`config.mk`:
```
export PLATFORM = sky130hd
export DESIGN_NAME = dspwg_host
export DESIGN_NICKNAME = d
export VERILOG_FILES = /design/src/dspwg_pkg.sv /design/src/dspwg_acc_if.sv /design/src/dspwg_host.sv /design/src/dspwg_xfer.sv
export SDC_FILE = /design/constraint.sdc
export NUM_CORES = 1
export LEC_CHECK = 0
export BUFFER_PORTS_ARGS = -buffer_cell sky130_fd_sc_hd__clkbuf_2
export CAP_MARGIN = 20
export CORE_MARGIN = 2
export CORE_UTILIZATION = 53
export DETAILED_ROUTE_END_ITERATION = 8
export GPL_TIMING_DRIVEN = 0
export PLACE_DENSITY = 0.8
export SLEW_MARGIN = 30
export SYNTH_ARGS = -nofsm -noshare
export SYNTH_HDL_FRONTEND = slang
export SYNTH_SLANG_ARGS = --single-unit
```
`constraint.sdc`:
```
create_clock -name ref_clk -period 2.66 [get_ports ref_clk]
set_clock_uncertainty 0.1 [all_clocks]
set_input_delay 0.798 -clock ref_clk [delete_from_list [all_inputs] [get_ports ref_clk]]
set_output_delay 0.798 -clock ref_clk [all_outputs]
set_load 0.02 [all_outputs]
```
`src/dspwg_pkg.sv`:
```
// constants shared by the host-side run and write-guard controller
// assumes the measurement device exposes one whole register per address behind dspwg_xfer
`default_nettype none

package dspwg_pkg;
  // ==========================================================
  // guarded data memory
  localparam logic [15:0] DM_FIRST    = 16'h4380;
  localparam logic [15:0] DM_LAST     = 16'h43BE;
  localparam int          DM_BITS     = 28;
  localparam int          DM_REPEAT   = 3;
  localparam logic [1:0]  DM_LAST_CNT = 2'(DM_REPEAT - 1);
  localparam logic [3:0]  DM_PAD      = 4'h0;
  // ==========================================================
  // write guard
  localparam logic [15:0] KEY_ADDR   = 16'hE7FE;
  localparam logic [15:0] CTL_ADDR   = 16'hE7E3;
  localparam logic [7:0]  KEY_VAL    = 8'hAD;
  localparam logic [7:0]  CTL_PROT   = 8'h80;
  localparam logic [7:0]  CTL_UNPROT = 8'h00;
  // ==========================================================
  // device registers without a fixed map here
  localparam logic [15:0] RUN_ADDR    = 16'hE228;
  localparam logic [15:0] STATUS_ADDR = 16'hE502;
  localparam logic [15:0] MASK_ADDR   = 16'hE50A;
  localparam logic [15:0] CFG_ADDR    = 16'hE610;
  localparam logic [15:0] RMSA_ADDR   = 16'h43C0;
  localparam logic [3:0][15:0] GAIN_ADDR = {16'h4383, 16'h4382, 16'h4381, 16'h4380};
  localparam logic [4:0][15:0] ENERGY_ADDR =
    {16'hE404, 16'hE403, 16'hE402, 16'hE401, 16'hE400};
  localparam logic [2:0]  GAIN_LAST   = 3'h3;
  localparam logic [2:0]  ENERGY_LAST = 3'h4;
  // ==========================================================
  // field values
  localparam logic [15:0] RUN_GO    = 16'h0001;
  localparam logic [15:0] RUN_HALT  = 16'h0000;
  localparam int          DONE_BIT  = 17;
  localparam logic [31:0] DONE_MASK = 32'h1 << DONE_BIT;
  localparam logic [15:0] PD_MASK   = 16'h0E00;
  localparam int          RMS_BITS  = 24;
  // ==========================================================
  // transfer widths
  localparam logic [1:0] SZ8  = 2'h0;
  localparam logic [1:0] SZ16 = 2'h1;
  localparam logic [1:0] SZ32 = 2'h2;

  typedef enum logic [2:0] {
    OP_INIT, OP_START, OP_STOP, OP_DMWRITE, OP_READ, OP_PROTECT, OP_UNPROTECT
  } dspwg_op_e;
endpackage

`default_nettype wire

```
`src/dspwg_acc_if.sv`:
```
// one register transfer request between the sequencer and the pin driver
// assumes a single clock shared by both ends
`default_nettype none

interface dspwg_acc_if;
  logic        start;
  logic        wr;
  logic [1:0]  size;
  logic [15:0] addr;
  logic [31:0] wdata;
  logic        done;
  logic [31:0] rdata;

  modport seq (output start, output wr, output size, output addr, output wdata,
               input done, input rdata);
  modport drv (input start, input wr, input size, input addr, input wdata,
               output done, output rdata);
endinterface

`default_nettype wire

```
`src/dspwg_host.sv`:
```
// host controller: starts and stops the measurement processor, guards its data
// memory with the keyed protection and acknowledges each computation-done event
// assumes the device register port of dspwg_xfer and a level request pin
`default_nettype none

module dspwg_host (
  input  wire logic                  ref_clk,
  input  wire logic                  arst_n,
  input  wire logic                  cmdValid,
  input  wire dspwg_pkg::dspwg_op_e  cmdOp,
  input  wire logic [15:0]           cmdAddr,
  input  wire logic [31:0]           cmdData,
  input  wire logic [3:0][27:0]      gainVal,
  input  wire logic [15:0]           cfModeVal,
  input  wire logic                  lowPowerReq,
  output var  logic                  cmdReady,
  output var  logic                  cmdDone,
  output var  logic                  cmdErr,
  output var  logic [31:0]           rdData,
  output var  logic [23:0]           phaseACurrentRms,
  output var  logic                  dataReady,
  output var  logic                  running,
  output var  logic                  protOn,
  output var  logic                  regReq,
  output var  logic                  regWr,
  output var  logic [1:0]            regSize,
  output var  logic [15:0]           regAddr,
  output var  logic [31:0]           regWdata,
  input  wire logic                  regAck,
  input  wire logic [31:0]           regRdata,
  input  wire logic                  firstRequestPin_n
);
  typedef enum logic [3:0] {
    S_IDLE, S_GAIN, S_RUN, S_DMW, S_MASK, S_ENRD, S_CFG, S_KEY, S_CTL,
    S_VRD, S_ACK, S_RMS, S_RD, S_STOP, S_DONE
  } dspwg_st_e;
  typedef enum logic [1:0] {Q_INIT, Q_FIX, Q_USER} dspwg_seq_e;

  typedef struct packed {
    dspwg_st_e   st;
    dspwg_seq_e  seq;
    logic        wait_;
    logic        xStart;
    logic        xWr;
    logic [1:0]  xSize;
    logic [15:0] xAddr;
    logic [31:0] xData;
    logic [15:0] prevAddr;
    logic [2:0]  idx;
    logic [1:0]  cnt;
    logic [15:0] dmAddr;
    logic [27:0] dmData;
    logic        prot;
    logic        protTgt;
    logic        running;
    logic        halted;
    logic        retried;
    logic        rdy;
    logic        done;
    logic        err;
    logic [31:0] rdData;
    logic [23:0] rms;
    logic        dataRdy;
  } dspwg_host_s;

  dspwg_host_s s_r, s_nxt;
  dspwg_acc_if acc ();
  logic        fin;
  logic        issue;
  logic        xw;
  logic [1:0]  xs;
  logic [15:0] xa;
  logic [31:0] xd;

  function automatic logic inDm(input logic [15:0] a);
    return a >= dspwg_pkg::DM_FIRST && a <= dspwg_pkg::DM_LAST;
  endfunction

  // ==========================================================
  // sequencer: one register transfer at a time, advance on completion
  always_comb begin
    s_nxt         = s_r;
    s_nxt.done    = 1'b0;
    s_nxt.err     = 1'b0;
    s_nxt.dataRdy = 1'b0;
    s_nxt.xStart  = 1'b0;
    fin   = s_r.wait_ && acc.done;
    issue = 1'b1;
    xa    = dspwg_pkg::RUN_ADDR;
    xd    = '0;
    xw    = 1'b1;
    xs    = dspwg_pkg::SZ32;
    if (fin) begin
      s_nxt.wait_ = 1'b0;
    end
    unique case (s_r.st)
      S_IDLE: begin
        issue = 1'b0;
        if (cmdValid) begin
          s_nxt.dmAddr = cmdAddr;
          s_nxt.dmData = cmdData[dspwg_pkg::DM_BITS-1:0];
          s_nxt.seq    = Q_USER;
          s_nxt.idx    = '0;
          s_nxt.cnt    = '0;
          unique case (cmdOp)
            dspwg_pkg::OP_INIT: begin
              // init belongs right after reset; a stopped part needs reset first
              if (s_r.running || s_r.halted || !inDm(cmdAddr)) begin
                s_nxt.err = 1'b1;
              end else begin
                s_nxt.seq     = Q_INIT;
                s_nxt.retried = 1'b0;
                s_nxt.st      = S_GAIN;
              end
            end
            dspwg_pkg::OP_START: begin
              if (s_r.running) s_nxt.err = 1'b1;
              else s_nxt.st = S_RUN;
            end
            dspwg_pkg::OP_STOP:    s_nxt.st = S_STOP;
            dspwg_pkg::OP_DMWRITE: begin
              // refused rather than lost: protected, or changed while halted
              if (!inDm(cmdAddr) || s_r.prot || s_r.halted) s_nxt.err = 1'b1;
              else s_nxt.st = S_DMW;
            end
            dspwg_pkg::OP_READ:    s_nxt.st = S_RD;
            dspwg_pkg::OP_PROTECT: begin
              s_nxt.protTgt = 1'b1;
              s_nxt.st      = S_KEY;
            end
            dspwg_pkg::OP_UNPROTECT: begin
              s_nxt.protTgt = 1'b0;
              s_nxt.st      = S_KEY;
            end
            default: s_nxt.err = 1'b1;
          endcase
        end else if (!firstRequestPin_n) begin
          s_nxt.st = S_ACK;
        end else if (lowPowerReq && s_r.running) begin
          s_nxt.st = S_STOP;
        end
      end
      S_GAIN: begin
        xa = dspwg_pkg::GAIN_ADDR[s_r.idx[1:0]];
        xd = {dspwg_pkg::DM_PAD, gainVal[s_r.idx[1:0]]};
        if (fin) begin
          s_nxt.idx = s_r.idx + 3'h1;
          if (s_r.idx == dspwg_pkg::GAIN_LAST) s_nxt.st = S_RUN;
        end
      end
      S_RUN: begin
        xd = {16'h0000, dspwg_pkg::RUN_GO};
        xs = dspwg_pkg::SZ16;
        if (fin) begin
          s_nxt.running = 1'b1;
          s_nxt.halted  = 1'b0;
          s_nxt.st      = (s_r.seq == Q_INIT) ? S_DMW : S_DONE;
        end
      end
      S_DMW: begin
        xa = s_r.dmAddr;
        xd = {dspwg_pkg::DM_PAD, s_r.dmData};
        if (fin) begin
          s_nxt.cnt = s_r.cnt + 2'h1;
          // pipeline in the device needs the same word written three times
          if (s_r.cnt == dspwg_pkg::DM_LAST_CNT) begin
            s_nxt.cnt = '0;
            unique case (s_r.seq)
              Q_INIT:  s_nxt.st = S_MASK;
              Q_FIX:   begin
                s_nxt.protTgt = 1'b1;
                s_nxt.st      = S_KEY;
              end
              Q_USER:  s_nxt.st = S_DONE;
              default: s_nxt.st = S_DONE;
            endcase
          end
        end
      end
      S_MASK: begin
        xa = dspwg_pkg::MASK_ADDR;
        xd = dspwg_pkg::DONE_MASK;
        if (fin) begin
          s_nxt.idx = '0;
          s_nxt.st  = S_ENRD;
        end
      end
      S_ENRD: begin
        xa = dspwg_pkg::ENERGY_ADDR[s_r.idx];
        xw = 1'b0;
        if (fin) begin
          s_nxt.idx = s_r.idx + 3'h1;
          if (s_r.idx == dspwg_pkg::ENERGY_LAST) s_nxt.st = S_CFG;
        end
      end
      S_CFG: begin
        xa = dspwg_pkg::CFG_ADDR;
        xs = dspwg_pkg::SZ16;
        xd = {16'h0000, cfModeVal & ~dspwg_pkg::PD_MASK};
        if (fin) begin
          s_nxt.protTgt = 1'b1;
          s_nxt.st      = S_KEY;
        end
      end
      S_KEY: begin
        xa = dspwg_pkg::KEY_ADDR;
        xs = dspwg_pkg::SZ8;
        xd = {24'h000000, dspwg_pkg::KEY_VAL};
        if (fin) s_nxt.st = S_CTL;
      end
      S_CTL: begin
        xa = dspwg_pkg::CTL_ADDR;
        xs = dspwg_pkg::SZ8;
        xd = {24'h000000, s_r.protTgt ? dspwg_pkg::CTL_PROT : dspwg_pkg::CTL_UNPROT};
        if (fin) begin
          s_nxt.prot = s_r.protTgt;
          unique case (s_r.seq)
            Q_INIT:  s_nxt.st = S_VRD;
            Q_FIX:   s_nxt.st = s_r.protTgt ? S_DONE : S_DMW;
            Q_USER:  s_nxt.st = S_DONE;
            default: s_nxt.st = S_DONE;
          endcase
        end
      end
      S_VRD: begin
        xa = s_r.dmAddr;
        xw = 1'b0;
        if (fin) begin
          s_nxt.st = S_DONE;
          if (acc.rdata[dspwg_pkg::DM_BITS-1:0] != s_r.dmData) begin
            if (s_r.retried) begin
              s_nxt.err = 1'b1;
              s_nxt.st  = S_IDLE;
            end else begin
              s_nxt.retried = 1'b1;
              s_nxt.seq     = Q_FIX;
              s_nxt.protTgt = 1'b0;
              s_nxt.st      = S_KEY;
            end
          end
        end
      end
      S_ACK: begin
        xa = dspwg_pkg::STATUS_ADDR;
        xd = dspwg_pkg::DONE_MASK;
        if (fin) s_nxt.st = S_RMS;
      end
      S_RMS: begin
        xa = dspwg_pkg::RMSA_ADDR;
        xw = 1'b0;
        if (fin) begin
          s_nxt.rms     = acc.rdata[dspwg_pkg::RMS_BITS-1:0];
          s_nxt.dataRdy = 1'b1;
          s_nxt.st      = S_IDLE;
        end
      end
      S_RD: begin
        xa = s_r.dmAddr;
        xw = 1'b0;
        if (fin) begin
          s_nxt.rdData = acc.rdata;
          s_nxt.st     = S_DONE;
        end
      end
      S_STOP: begin
        xd = {16'h0000, dspwg_pkg::RUN_HALT};
        xs = dspwg_pkg::SZ16;
        if (fin) begin
          s_nxt.running = 1'b0;
          s_nxt.halted  = 1'b1;
          s_nxt.st      = S_DONE;
        end
      end
      S_DONE: begin
        issue      = 1'b0;
        s_nxt.done = 1'b1;
        s_nxt.st   = S_IDLE;
      end
      default: begin
        issue    = 1'b0;
        s_nxt.st = S_IDLE;
      end
    endcase
    if (issue && !s_r.wait_) begin
      s_nxt.xStart   = 1'b1;
      s_nxt.wait_    = 1'b1;
      s_nxt.xAddr    = xa;
      s_nxt.xData    = xd;
      s_nxt.xWr      = xw;
      s_nxt.xSize    = xs;
      s_nxt.prevAddr = s_r.xAddr;
    end
    s_nxt.rdy = (s_nxt.st == S_IDLE);
  end

  always_ff @(posedge ref_clk or negedge arst_n) begin
    if (!arst_n) begin
      s_r <= '0;
    end else begin
      s_r <= s_nxt;
    end
  end

  assign acc.start        = s_r.xStart;
  assign acc.wr           = s_r.xWr;
  assign acc.size         = s_r.xSize;
  assign acc.addr         = s_r.xAddr;
  assign acc.wdata        = s_r.xData;
  assign cmdReady         = s_r.rdy;
  assign cmdDone          = s_r.done;
  assign cmdErr           = s_r.err;
  assign rdData           = s_r.rdData;
  assign phaseACurrentRms = s_r.rms;
  assign dataReady        = s_r.dataRdy;
  assign running          = s_r.running;
  assign protOn           = s_r.prot;

  dspwg_xfer u_xfer (
    .ref_clk  (ref_clk),
    .arst_n   (arst_n),
    .acc      (acc.drv),
    .regReq   (regReq),
    .regWr    (regWr),
    .regSize  (regSize),
    .regAddr  (regAddr),
    .regWdata (regWdata),
    .regAck   (regAck),
    .regRdata (regRdata)
  );
endmodule // dspwg_host

`default_nettype wire

```
`src/dspwg_xfer.sv`:
```
// drives the device register port for one transfer at a time
// assumes regAck arrives only while regReq is high
`default_nettype none

module dspwg_xfer (
  input  wire logic        ref_clk,
  input  wire logic        arst_n,
  dspwg_acc_if.drv         acc,
  output var  logic        regReq,
  output var  logic        regWr,
  output var  logic [1:0]  regSize,
  output var  logic [15:0] regAddr,
  output var  logic [31:0] regWdata,
  input  wire logic        regAck,
  input  wire logic [31:0] regRdata
);
  typedef struct packed {
    logic        req;
    logic        wr;
    logic [1:0]  size;
    logic [15:0] addr;
    logic [31:0] wdata;
    logic        done;
    logic [31:0] rdata;
  } dspwg_xfer_s;

  dspwg_xfer_s s_r, s_nxt;

  // ==========================================================
  // request held until the device acknowledges
  always_comb begin
    s_nxt      = s_r;
    s_nxt.done = 1'b0;
    if (acc.start) begin
      s_nxt.req   = 1'b1;
      s_nxt.wr    = acc.wr;
      s_nxt.size  = acc.size;
      s_nxt.addr  = acc.addr;
      s_nxt.wdata = acc.wdata;
    end else if (s_r.req && regAck) begin
      s_nxt.req   = 1'b0;
      s_nxt.done  = 1'b1;
      s_nxt.rdata = regRdata;
    end
  end

  always_ff @(posedge ref_clk or negedge arst_n) begin
    if (!arst_n) begin
      s_r <= '0;
    end else begin
      s_r <= s_nxt;
    end
  end

  assign regReq    = s_r.req;
  assign regWr     = s_r.wr;
  assign regSize   = s_r.size;
  assign regAddr   = s_r.addr;
  assign regWdata  = s_r.wdata;
  assign acc.done  = s_r.done;
  assign acc.rdata = s_r.rdata;
endmodule // dspwg_xfer

`default_nettype wire
```
==> impl_metrics.env, run 1 <==
export IMPL_postCtsHoldBufs=0
export IMPL_syn2layout_area_growth_pct=24.0
export IMPL_cts_tree="built"
export IMPL_vias=10900
export IMPL_cap_violations=0
export IMPL_io_buffers=318
export IMPL_wl_met2_mm=18.8
export IMPL_path_cells="buf_2, and4bb_2, buf_2, a21oi_1, nor2_1, a221oi_1, o21ai_0"
export IMPL_antenna_found_initial=2
export IMPL_synth_edf_count=0
export IMPL_powerDensity_nw_per_um2=1180
export IMPL_fillCellCount=1772
export IMPL_placed_area_um2=14400
export IMPL_first_pass_iters=9
export IMPL_place_congestion=0.944
export IMPL_power_frac_comb_pct=42.9
export IMPL_row_count=55
export IMPL_crit_required_ps=3000
export IMPL_ant_nets=0
export IMPL_initialDrtViolationCount=1016
export IMPL_grt_overflow=0
export IMPL_fin_area_um2=15300
export IMPL_setup_viol=0
export IMPL_slowest_delay_ps=560
export IMPL_ys_types=65
export IMPL_die_area_um2=24500
export IMPL_ios=331
export IMPL_synthFlopType="dfrtp_1"
export IMPL_grt_first_pass_wirelength_mm=61.2
export IMPL_finalMaxSlewViolations=0
export IMPL_grt_usage_pct=32.8
export IMPL_die_h_um=157
export IMPL_multi_input_area_um2=5300
export IMPL_regArea_um2=6260
export IMPL_synth_cells=1194
export IMPL_start_util_pct=54.2
export IMPL_root_buffer="clkbuf_16"
export IMPL_cts_buffer_depth=3
export IMPL_final_period_utilization_pct=94.2
export IMPL_p_leak_nw=7.70
export IMPL_critical_path_arrival_ps=2850
export IMPL_status="completed"
export IMPL_dpl_hpwl_mm=30.9
export IMPL_ctsHtreeMaxLevel=1
export IMPL_p_int_mw=10.6
export IMPL_crit_fanout=10
export IMPL_cp_slowest_cell="nor2_1"
export IMPL_maxSlewHeadroom_pct=43.8
export IMPL_drt_drc_violations_left=0
export IMPL_core_area_um2=22800
export IMPL_final_nets=1766
export IMPL_yosysWarnings=0
export IMPL_hp_class="in -> async"
export IMPL_hold_viol_final=0
export IMPL_cp_end_kind="register"
export IMPL_power_mw=18.0
export IMPL_tns_ps=0
export IMPL_rsz0062_at_grt="no"
export IMPL_wl_met3_mm=3.84
export IMPL_p_seq_share_pct=37.2
export IMPL_cts_made_buffers=26
export IMPL_period_needed_ps=2500
export IMPL_grt_start_max_net_pins=82
export IMPL_max_freq_mhz=399
export IMPL_clk_pin_slew_ps=70
export IMPL_routed_wl_mm=40.5
export IMPL_p_sw_share_pct=41.2
export IMPL_crit_type="reg -> reg"
export IMPL_wl_per_cell_um=21.5
export IMPL_critPathLaunchType="register"
export IMPL_cp_common_cell="buf_2"
export IMPL_die_x_um=157
export IMPL_synthArstFlopShare_pct=100
export IMPL_irDropWorstVdd_uv=772
export IMPL_worst_slew_pin_slew_ps=839
export IMPL_ys_seq_area_share_pct=50.7
export IMPL_dr_max_layer_used="met5"
export IMPL_clkLatencyLatePin_ps=530
export IMPL_drive_gt1_share_pct=39.0
export IMPL_viasPerCell=5.78
export IMPL_synthesis_area_um2=12300
export IMPL_synth_seq_cells=250
export IMPL_p_switching_mw=7.40
export IMPL_syn_area_per_cell_um2=10.3
export IMPL_wl_met1_mm=16.5
export IMPL_post_cts_buffers=0
export IMPL_grt_pass1_vias=10600
export IMPL_p_clk_share_pct=19.9
export IMPL_r2r_cells=7
export IMPL_clock_sinks=250
[layout make-up]
type                            instances  share of cell area (%)
Timing Repair Buffer                  321                    11.0
Multi-Input combinational cell        802                    34.6
Antenna cell                            1                  0.0164
Tap cell                              313                    2.56
Clock buffer                           39                    5.23
Clock inverter                          7                   0.294
Sequential cell                       250                    40.9
Buffer                                130                    5.02
Inverter                               15                   0.368
[power groups by stage]
stage / Sequential (mW) / Combinational (mW) / Clock (mW)
2_1_floorplan: 6.51 / 5.01 / 0
3_3_place_gp: 6.60 / 7.39 / 0
3_5_place_dp: 6.69 / 7.54 / 0
4_1_cts: 6.65 / 7.62 / 3.59
5_1_grt: 6.85 / 8.35 / 3.75
6_report: 6.69 / 7.72 / 3.57
[state kept, by name, indices dropped and copies added (netlist names), 2 cells and up]
name              cells
u_xfer.regSize        2
acc.size              2
u_xfer.acc.rdata     32
u_xfer.regWdata      28
rdData               32
acc.addr             16
phaseACurrentRms     24
u_xfer.regAddr       16
s_r                  59
acc.wdata            28
[per-layer routing]
metal  vias to the layer above  track usage [%]
met5                         -                0
met4                         2             9.52
met3                       105             7.67
met2                       623             51.9
met1                      5327             45.5
li1                       4803                -
[through the flow]
| stage | cells | hold WS (ps) | worst slack [ps] | util, % |
|---|---|---|---|---|
| floorplan | 1197 | 342 | 427 | - |
| global placement | 1828 | 354 | -4350 | 62.9 |
| detailed placement | 1831 | 363 | -512 | 63.3 |
| CTS | 1877 | 32.1 | 42.7 | 67.1 |
| global route | 1878 | 33.8 | 4.13 | 67.2 |
| finish | 1878 | 30.6 | 155 | 67.2 |
[worst max-delay path, delay by kind of cell, from the launching register on]
kind | cells | cell delay [ps]
flops | 1 | 460
buf+inv | 2 | 570
simple gates | 2 | 840
compound gates | 3 | 450
[final timing paths]
check,start,end,slack [ps]
min in group ref_clk,regRdata[28],u_xfer.acc.rdata[28],360
hold reg to reg,u_xfer.acc.rdata[28],u_xfer.acc.rdata[28],380
max in group asynchronous,arst_n,u_xfer.regWdata[20],1400
setup reg to reg,s_r[186],acc.addr[7],160
setup / recovery,s_r[186],acc.addr[7],160
hold / removal,arst_n,cmdErr,30
[layout by cell type, fill, tap and decap left out, types with 5 or more instances in the layout]
master,Yosys,routed
buf_1,7,5
nand3_1,12,12
clkbuf_16,0,27
a21oi_1,54,54
o211ai_1,8,8
dfrtp_1,250,250
nor2b_1,9,9
nand2_1,307,307
buf_2,29,30
nor3_1,10,9
a22oi_1,17,17
nand2b_1,14,14
nor2_1,29,29
nand4_1,14,14
o31ai_1,5,5
and2_1,6,6
xnor2_1,29,29
mux2_2,106,106
a222oi_1,9,9
o21ai_0,67,67
mux4_2,28,28
clkbuf_2,0,319
clkbuf_1,32,34
buf_4,61,62
inv_1,13,13
clkbuf_8,0,9
[logic make-up (layout without fill, tap and decap cells)]
group	after synthesis	after routing	share of synthesized area, %
xor+xnor	31	31	2.20
flops	250	250	50.7
simple gates	425	425	14.9
mux	134	134	14.8
other cells	1	5	0.0304
buf+inv	145	512	6.62
compound gates	205	205	10.5
fa+ha+maj	3	3	0.304
[synthesized netlist by cell type, types with 2 or more instances]
library cell | count | area [µm²]
mux4_2 | 28 | 631
nor2b_1 | 9 | 56.3
o32a_1 | 3 | 30.0
nor3_1 | 10 | 50.1
buf_1 | 7 | 26.3
a211oi_1 | 5 | 37.5
o211ai_1 | 8 | 60.1
xnor2_1 | 29 | 254
nor2_1 | 29 | 109
nand3b_1 | 3 | 22.5
ha_1 | 3 | 37.5
nand2_1 | 307 | 1150
buf_4 | 61 | 458
o2111ai_1 | 2 | 17.5
a22o_1 | 2 | 17.5
a211o_1 | 2 | 17.5
a32oi_1 | 3 | 26.3
dfrtp_1 | 250 | 6260
clkinv_1 | 2 | 7.51
and2_1 | 6 | 37.5
o22a_1 | 4 | 35.0
o22ai_1 | 3 | 18.8
a221oi_1 | 2 | 17.5
nor2_2 | 3 | 18.8
a22oi_1 | 17 | 128
clkbuf_1 | 32 | 120
a31oi_1 | 2 | 12.5
nor4_1 | 3 | 18.8
buf_2 | 29 | 145
o311ai_0 | 2 | 17.5
a31o_2 | 2 | 17.5
a21oi_1 | 54 | 270
o31ai_1 | 5 | 37.5
nand4_1 | 14 | 87.6
a222oi_1 | 9 | 90.1
xor2_1 | 2 | 17.5
or3_1 | 2 | 12.5
nand3_1 | 12 | 60.1
inv_1 | 13 | 48.8
or2_2 | 4 | 25.0
a21o_1 | 2 | 15.0
mux2_2 | 106 | 1190
o221ai_1 | 2 | 17.5
o21ai_0 | 67 | 335
nand2b_1 | 14 | 87.6
[timing repair]
action,in CTS,in global routing
setup endpoints to repair,7,2
pin swaps,0,1
resized for setup,4,6
(Power assumes the default switching activity.)
==> inputs of run 2 (changes only) <==
CORE_ASPECT_RATIO = 1.5   (was unset)
==> impl_metrics.env, run 2 (synthesized netlist as in run 1, its figures left out) <==
export IMPL_status="completed"
export IMPL_cp_startpoint="s_r[188]"
export IMPL_place_congestion=0.940
export IMPL_final_util_pct=66.2
export IMPL_cts_tree="built"
export IMPL_io_buffers=318
export IMPL_r2r_setup_slack_ps=60
export IMPL_syn2layout_area_growth_pct=23.2
export IMPL_die_x_um=129
export IMPL_critical_path_arrival_ps=2900
export IMPL_cp_end_kind="register"
export IMPL_dpl_hpwl_mm=30.4
export IMPL_critPathLaunchType="register"
export IMPL_ctsHtreeMaxLevel=1
export IMPL_slowest_delay_ps=430
export IMPL_r2r_start="s_r[188]"
export IMPL_worst_slew_pin_slew_ps=804
export IMPL_root_buffer="clkbuf_16"
export IMPL_first_pass_iters=5
export IMPL_p_leak_nw=7.67
export IMPL_crit_buf_inv=2
export IMPL_clk_pin_slew_ps=60
export IMPL_largest_reg_flops=59
export IMPL_antenna_found_initial=0
export IMPL_irDropWorstVdd_uv=653
export IMPL_viasPerCell=5.74
export IMPL_postCtsHoldBufs=0
export IMPL_start_util_pct=53.7
export IMPL_row_count=68
export IMPL_crit_required_ps=2960
export IMPL_grt_first_pass_wirelength_mm=60.3
export IMPL_final_period_utilization_pct=97.7
export IMPL_drt_drc_violations_left=0
export IMPL_path_cells="buf_2, buf_2, nand2_1, nand2_1, o311ai_0, a211oi_2, o211ai_1, nor4_2"
export IMPL_finalNonFillerCells=1837
export IMPL_maxSlewHeadroom_pct=45.7
export IMPL_grt_usage_pct=31.8
export IMPL_vias=10600
export IMPL_final_nets=1763
export IMPL_grt_overflow=0
export IMPL_cts_buffer_depth=3
export IMPL_clkLatencyLatePin_ps=520
export IMPL_finalMaxSlewViolations=0
export IMPL_cp_slowest_cell="a211oi_2"
export IMPL_dp_cells=1798
export IMPL_grt_pass1_vias=10900
export IMPL_tns_ps=0
export IMPL_crit_type="reg -> reg"
export IMPL_clock_sinks=250
export IMPL_wl_per_cell_um=21.4
export IMPL_grt_start_max_net_pins=83
export IMPL_initialDrtViolationCount=821
export IMPL_rsz0062_at_grt="no"
export IMPL_core_area_um2=23000
export IMPL_die_area_um2=24500
export IMPL_ant_nets=0
export IMPL_powerDensity_nw_per_um2=1180
export IMPL_cap_violations=0
export IMPL_crit_fanout=10
export IMPL_crit_family="compound AO/OA/AOI/OAI gates"
export IMPL_layout_common_cells="clkbuf_2, nand2_1, dfrtp_1, mux2_2, o21ai_0"
export IMPL_hp_class="in -> async"
export IMPL_period_needed_ps=2600
export IMPL_drive_gt1_share_pct=38.7
export IMPL_die_h_um=191
export IMPL_cts_made_buffers=24
export IMPL_setup_viol=0
export IMPL_post_cts_buffers=0
export IMPL_hold_viol_final=0
export IMPL_regMostFlops="s_r"
export IMPL_layout_commonest_cell="clkbuf_2"
export IMPL_max_freq_mhz=385
export IMPL_routed_wl_mm=39.3
export IMPL_num_antenna_cells=0
export IMPL_ios=331
==> run 2: cell count changes in the layout (fill, tap and decap cells not counted), moves of 2 or more <==
cell	change
bufinv_16	+2
clkbuf_1	+2
clkbuf_16	-2
clkbuf_2	-2
clkbuf_8	-3
clkinvlp_4	-3
==> run 2: through the flow <==
stage	power, mW	instance area [µm²]	setup WS, ps	hold slack, ps
2_1_floorplan	11.5	12400	427	342
3_3_place_gp	14.1	14300	-4250	354
3_5_place_dp	14.3	14400	-517	365
4_1_cts	17.8	15200	110	36.3
5_1_grt	18.9	15200	48.4	32.6
6_report	17.9	15200	61.7	40.3
==> run 2: cell type report <==
cell class                      count  area [µm²]
Buffer                            129         762
Clock buffer                       35         713
Clock inverter                      5        77.6
Fill cell                        1831        7770
Inverter                           15        56.3
Multi-Input combinational cell    802        5300
Sequential cell                   250        6260
Tap cell                          280         350
Timing Repair Buffer              321        1680
==> run 2: power breakdown <==
| part | total, mW | switching [mW] | internal (mW) |
|---|---|---|---|
| logic | 7.72 | 4.51 | 3.21 |
| registers | 6.68 | 1.39 | 5.29 |
| clock network | 3.47 | 1.44 | 2.04 |
| total | 17.9 | 7.33 | 10.5 |
==> run 2: worst paths after layout <==
path	depth (start not counted)	endpoint
min reg2reg	2	acc.wdata[24]
min	1	phaseACurrentRms[7]
max in group asynchronous	3	rdData[15]
max reg2reg	8	cmdReady
max	8	cmdReady
min in group ref_clk	3	u_xfer.acc.rdata[28]
==> run 2: worst reg2reg max path: stages (launching register included) <==
cell and delay [ps]:
dfrtp_1 310, buf_2 200, buf_2 260, nand2_1 250, nand2_1 130, o311ai_0 280
a211oi_2 430, o211ai_1 200, nor4_2 330
==> run 2: per-layer routing <==
metal | wire [µm] | up-vias | GRT usage (%)
met2 | 19600 | 481 | 53.6
li1 | - | 4789 | -
met4 | 2030 | 0 | 15.1
met5 | 0 | - | 0
met1 | 15100 | 5156 | 40.4
met3 | 2540 | 126 | 4.87
==> run 2: repair_timing <==
item	in CTS	in global routing
endpoints found under the setup margin	4	18
hold endpoints to repair	0	0
gates resized for setup	5	2
==> inputs of run 3 (changes only) <==
CORE_ASPECT_RATIO = 1.25   (was 1.5)
==> impl_metrics.env, run 3 (synthesized netlist as in run 1, its figures left out) <==
export IMPL_regMostFlops="s_r"
export IMPL_clkLatencyLatePin_ps=540
export IMPL_crit_fanout=10
export IMPL_ant_nets=0
export IMPL_grt_usage_pct=32.6
export IMPL_clock_sinks=250
export IMPL_path_cells="and2_1, clkbuf_1, clkbuf_1, nand3_1, o32ai_1, a211oi_2, o211ai_1, nor4_2"
export IMPL_dp_cells=1806
export IMPL_place_congestion=0.952
export IMPL_crit_type="reg -> reg"
export IMPL_placed_area_um2=14400
export IMPL_cts_tree="built"
export IMPL_drt_drc_violations_left=0
export IMPL_layout_commonest_cell="clkbuf_2"
export IMPL_die_x_um=140
export IMPL_fin_area_um2=15200
export IMPL_power_mw=18.0
export IMPL_viasPerCell=5.82
export IMPL_wl_per_cell_um=21.8
export IMPL_vias=10800
export IMPL_ctsHtreeMaxLevel=1
export IMPL_finalMaxSlewViolations=0
export IMPL_r2r_start="s_r[182]"
export IMPL_antenna_found_initial=1
export IMPL_max_freq_mhz=390
export IMPL_grt_first_pass_wirelength_mm=61.8
export IMPL_period_needed_ps=2560
export IMPL_tns_ps=0
export IMPL_critical_path_arrival_ps=2900
export IMPL_grt_start_max_net_pins=83
export IMPL_start_util_pct=53.7
export IMPL_first_pass_iters=7
export IMPL_row_count=62
export IMPL_post_cts_buffers=0
export IMPL_hp_class="in -> async"
export IMPL_core_area_um2=23000
export IMPL_finalNonFillerCells=1850
export IMPL_p_leak_nw=7.68
export IMPL_initialDrtViolationCount=932
export IMPL_ios=331
export IMPL_rsz0062_at_grt="no"
export IMPL_cap_violations=0
export IMPL_dpl_hpwl_mm=30.8
export IMPL_drive_gt1_share_pct=38.6
export IMPL_layout_common_cells="clkbuf_2, nand2_1, dfrtp_1, mux2_2, o21ai_0"
export IMPL_clk_pin_slew_ps=70
export IMPL_routed_wl_mm=40.4
export IMPL_cts_resized=3
export IMPL_root_buffer="clkbuf_16"
export IMPL_setup_viol=0
export IMPL_critPathLaunchType="register"
export IMPL_cp_end_kind="register"
export IMPL_irDropWorstVdd_uv=719
export IMPL_final_nets=1764
export IMPL_status="completed"
export IMPL_postCtsHoldBufs=0
export IMPL_largest_reg_flops=59
export IMPL_cts_buffer_depth=3
export IMPL_cts_made_buffers=25
export IMPL_grt_overflow=0
export IMPL_maxSlewHeadroom_pct=33.6
export IMPL_cp_common_cell="clkbuf_1"
export IMPL_powerDensity_nw_per_um2=1180
export IMPL_crit_required_ps=3000
export IMPL_io_buffers=318
export IMPL_slowest_delay_ps=500
export IMPL_die_area_um2=24500
export IMPL_syn2layout_area_growth_pct=23.4
export IMPL_cp_startpoint="s_r[182]"
export IMPL_num_antenna_cells=0
export IMPL_die_h_um=175
export IMPL_final_period_utilization_pct=96.4
export IMPL_grt_pass1_vias=10600
export IMPL_cp_slowest_cell="dfrtp_1"
export IMPL_worst_slew_pin_slew_ps=992
export IMPL_hold_viol_final=0
==> run 3: power by group <==
group / switching (mW) / internal [mW]
logic: 4.51 / 3.21
clock network: 1.53 / 2.05
registers: 1.41 / 5.29
total: 7.44 / 10.6
==> run 3: layout make-up <==
cell class	count	area [µm²]
fillers	1823	7730
flip-flops and latches	250	6260
multi-input cells	802	5290
repair buffers	321	1680
plain buffers	129	762
clock buffers	36	707
well taps	288	360
clock inverters	9	115
inverters	15	56.3
==> run 3: path summary, 6_finish.rpt <==
kind	slack (ps)	cells after the start	to
max reg2reg	100	8	cmdReady
min in group ref_clk	340	3	u_xfer.acc.rdata[27]
min reg2reg	370	2	acc.wdata[23]
max	100	8	cmdReady
min	70	1	rdData[30]
max in group asynchronous	1370	3	acc.wdata[25]
==> run 3: through the flow <==
| step | setup slack [ps] | hold slack (ps) | utilization [%] |
|---|---|---|---|
| final | 95.4 | 65.4 | 66.3 |
| after global routing | 2.48 | 78.9 | 66.3 |
| after CTS | 49.2 | 69.2 | 66.3 |
| after detailed placement | -477 | 362 | 62.7 |
| after global placement | -4280 | 353 | 62.3 |
| after floorplan | 427 | 342 | - |
==> run 3: layer usage <==
layer	vias up	GRT usage [%]	wire length, µm
li1	4796	-	-
met1	5323	44.1	16000
met2	578	53.1	19500
met3	77	7.21	3670
met4	0	10.1	1260
met5	-	0	0
==> run 3: critical path: cells and delay by family (launching register included) <==
family | cells | cell delay (ps)
and+or+nand+nor | 3 | 770
AOI/OAI and AO/OA | 3 | 570
DFF | 1 | 500
buffers and inverters | 2 | 500
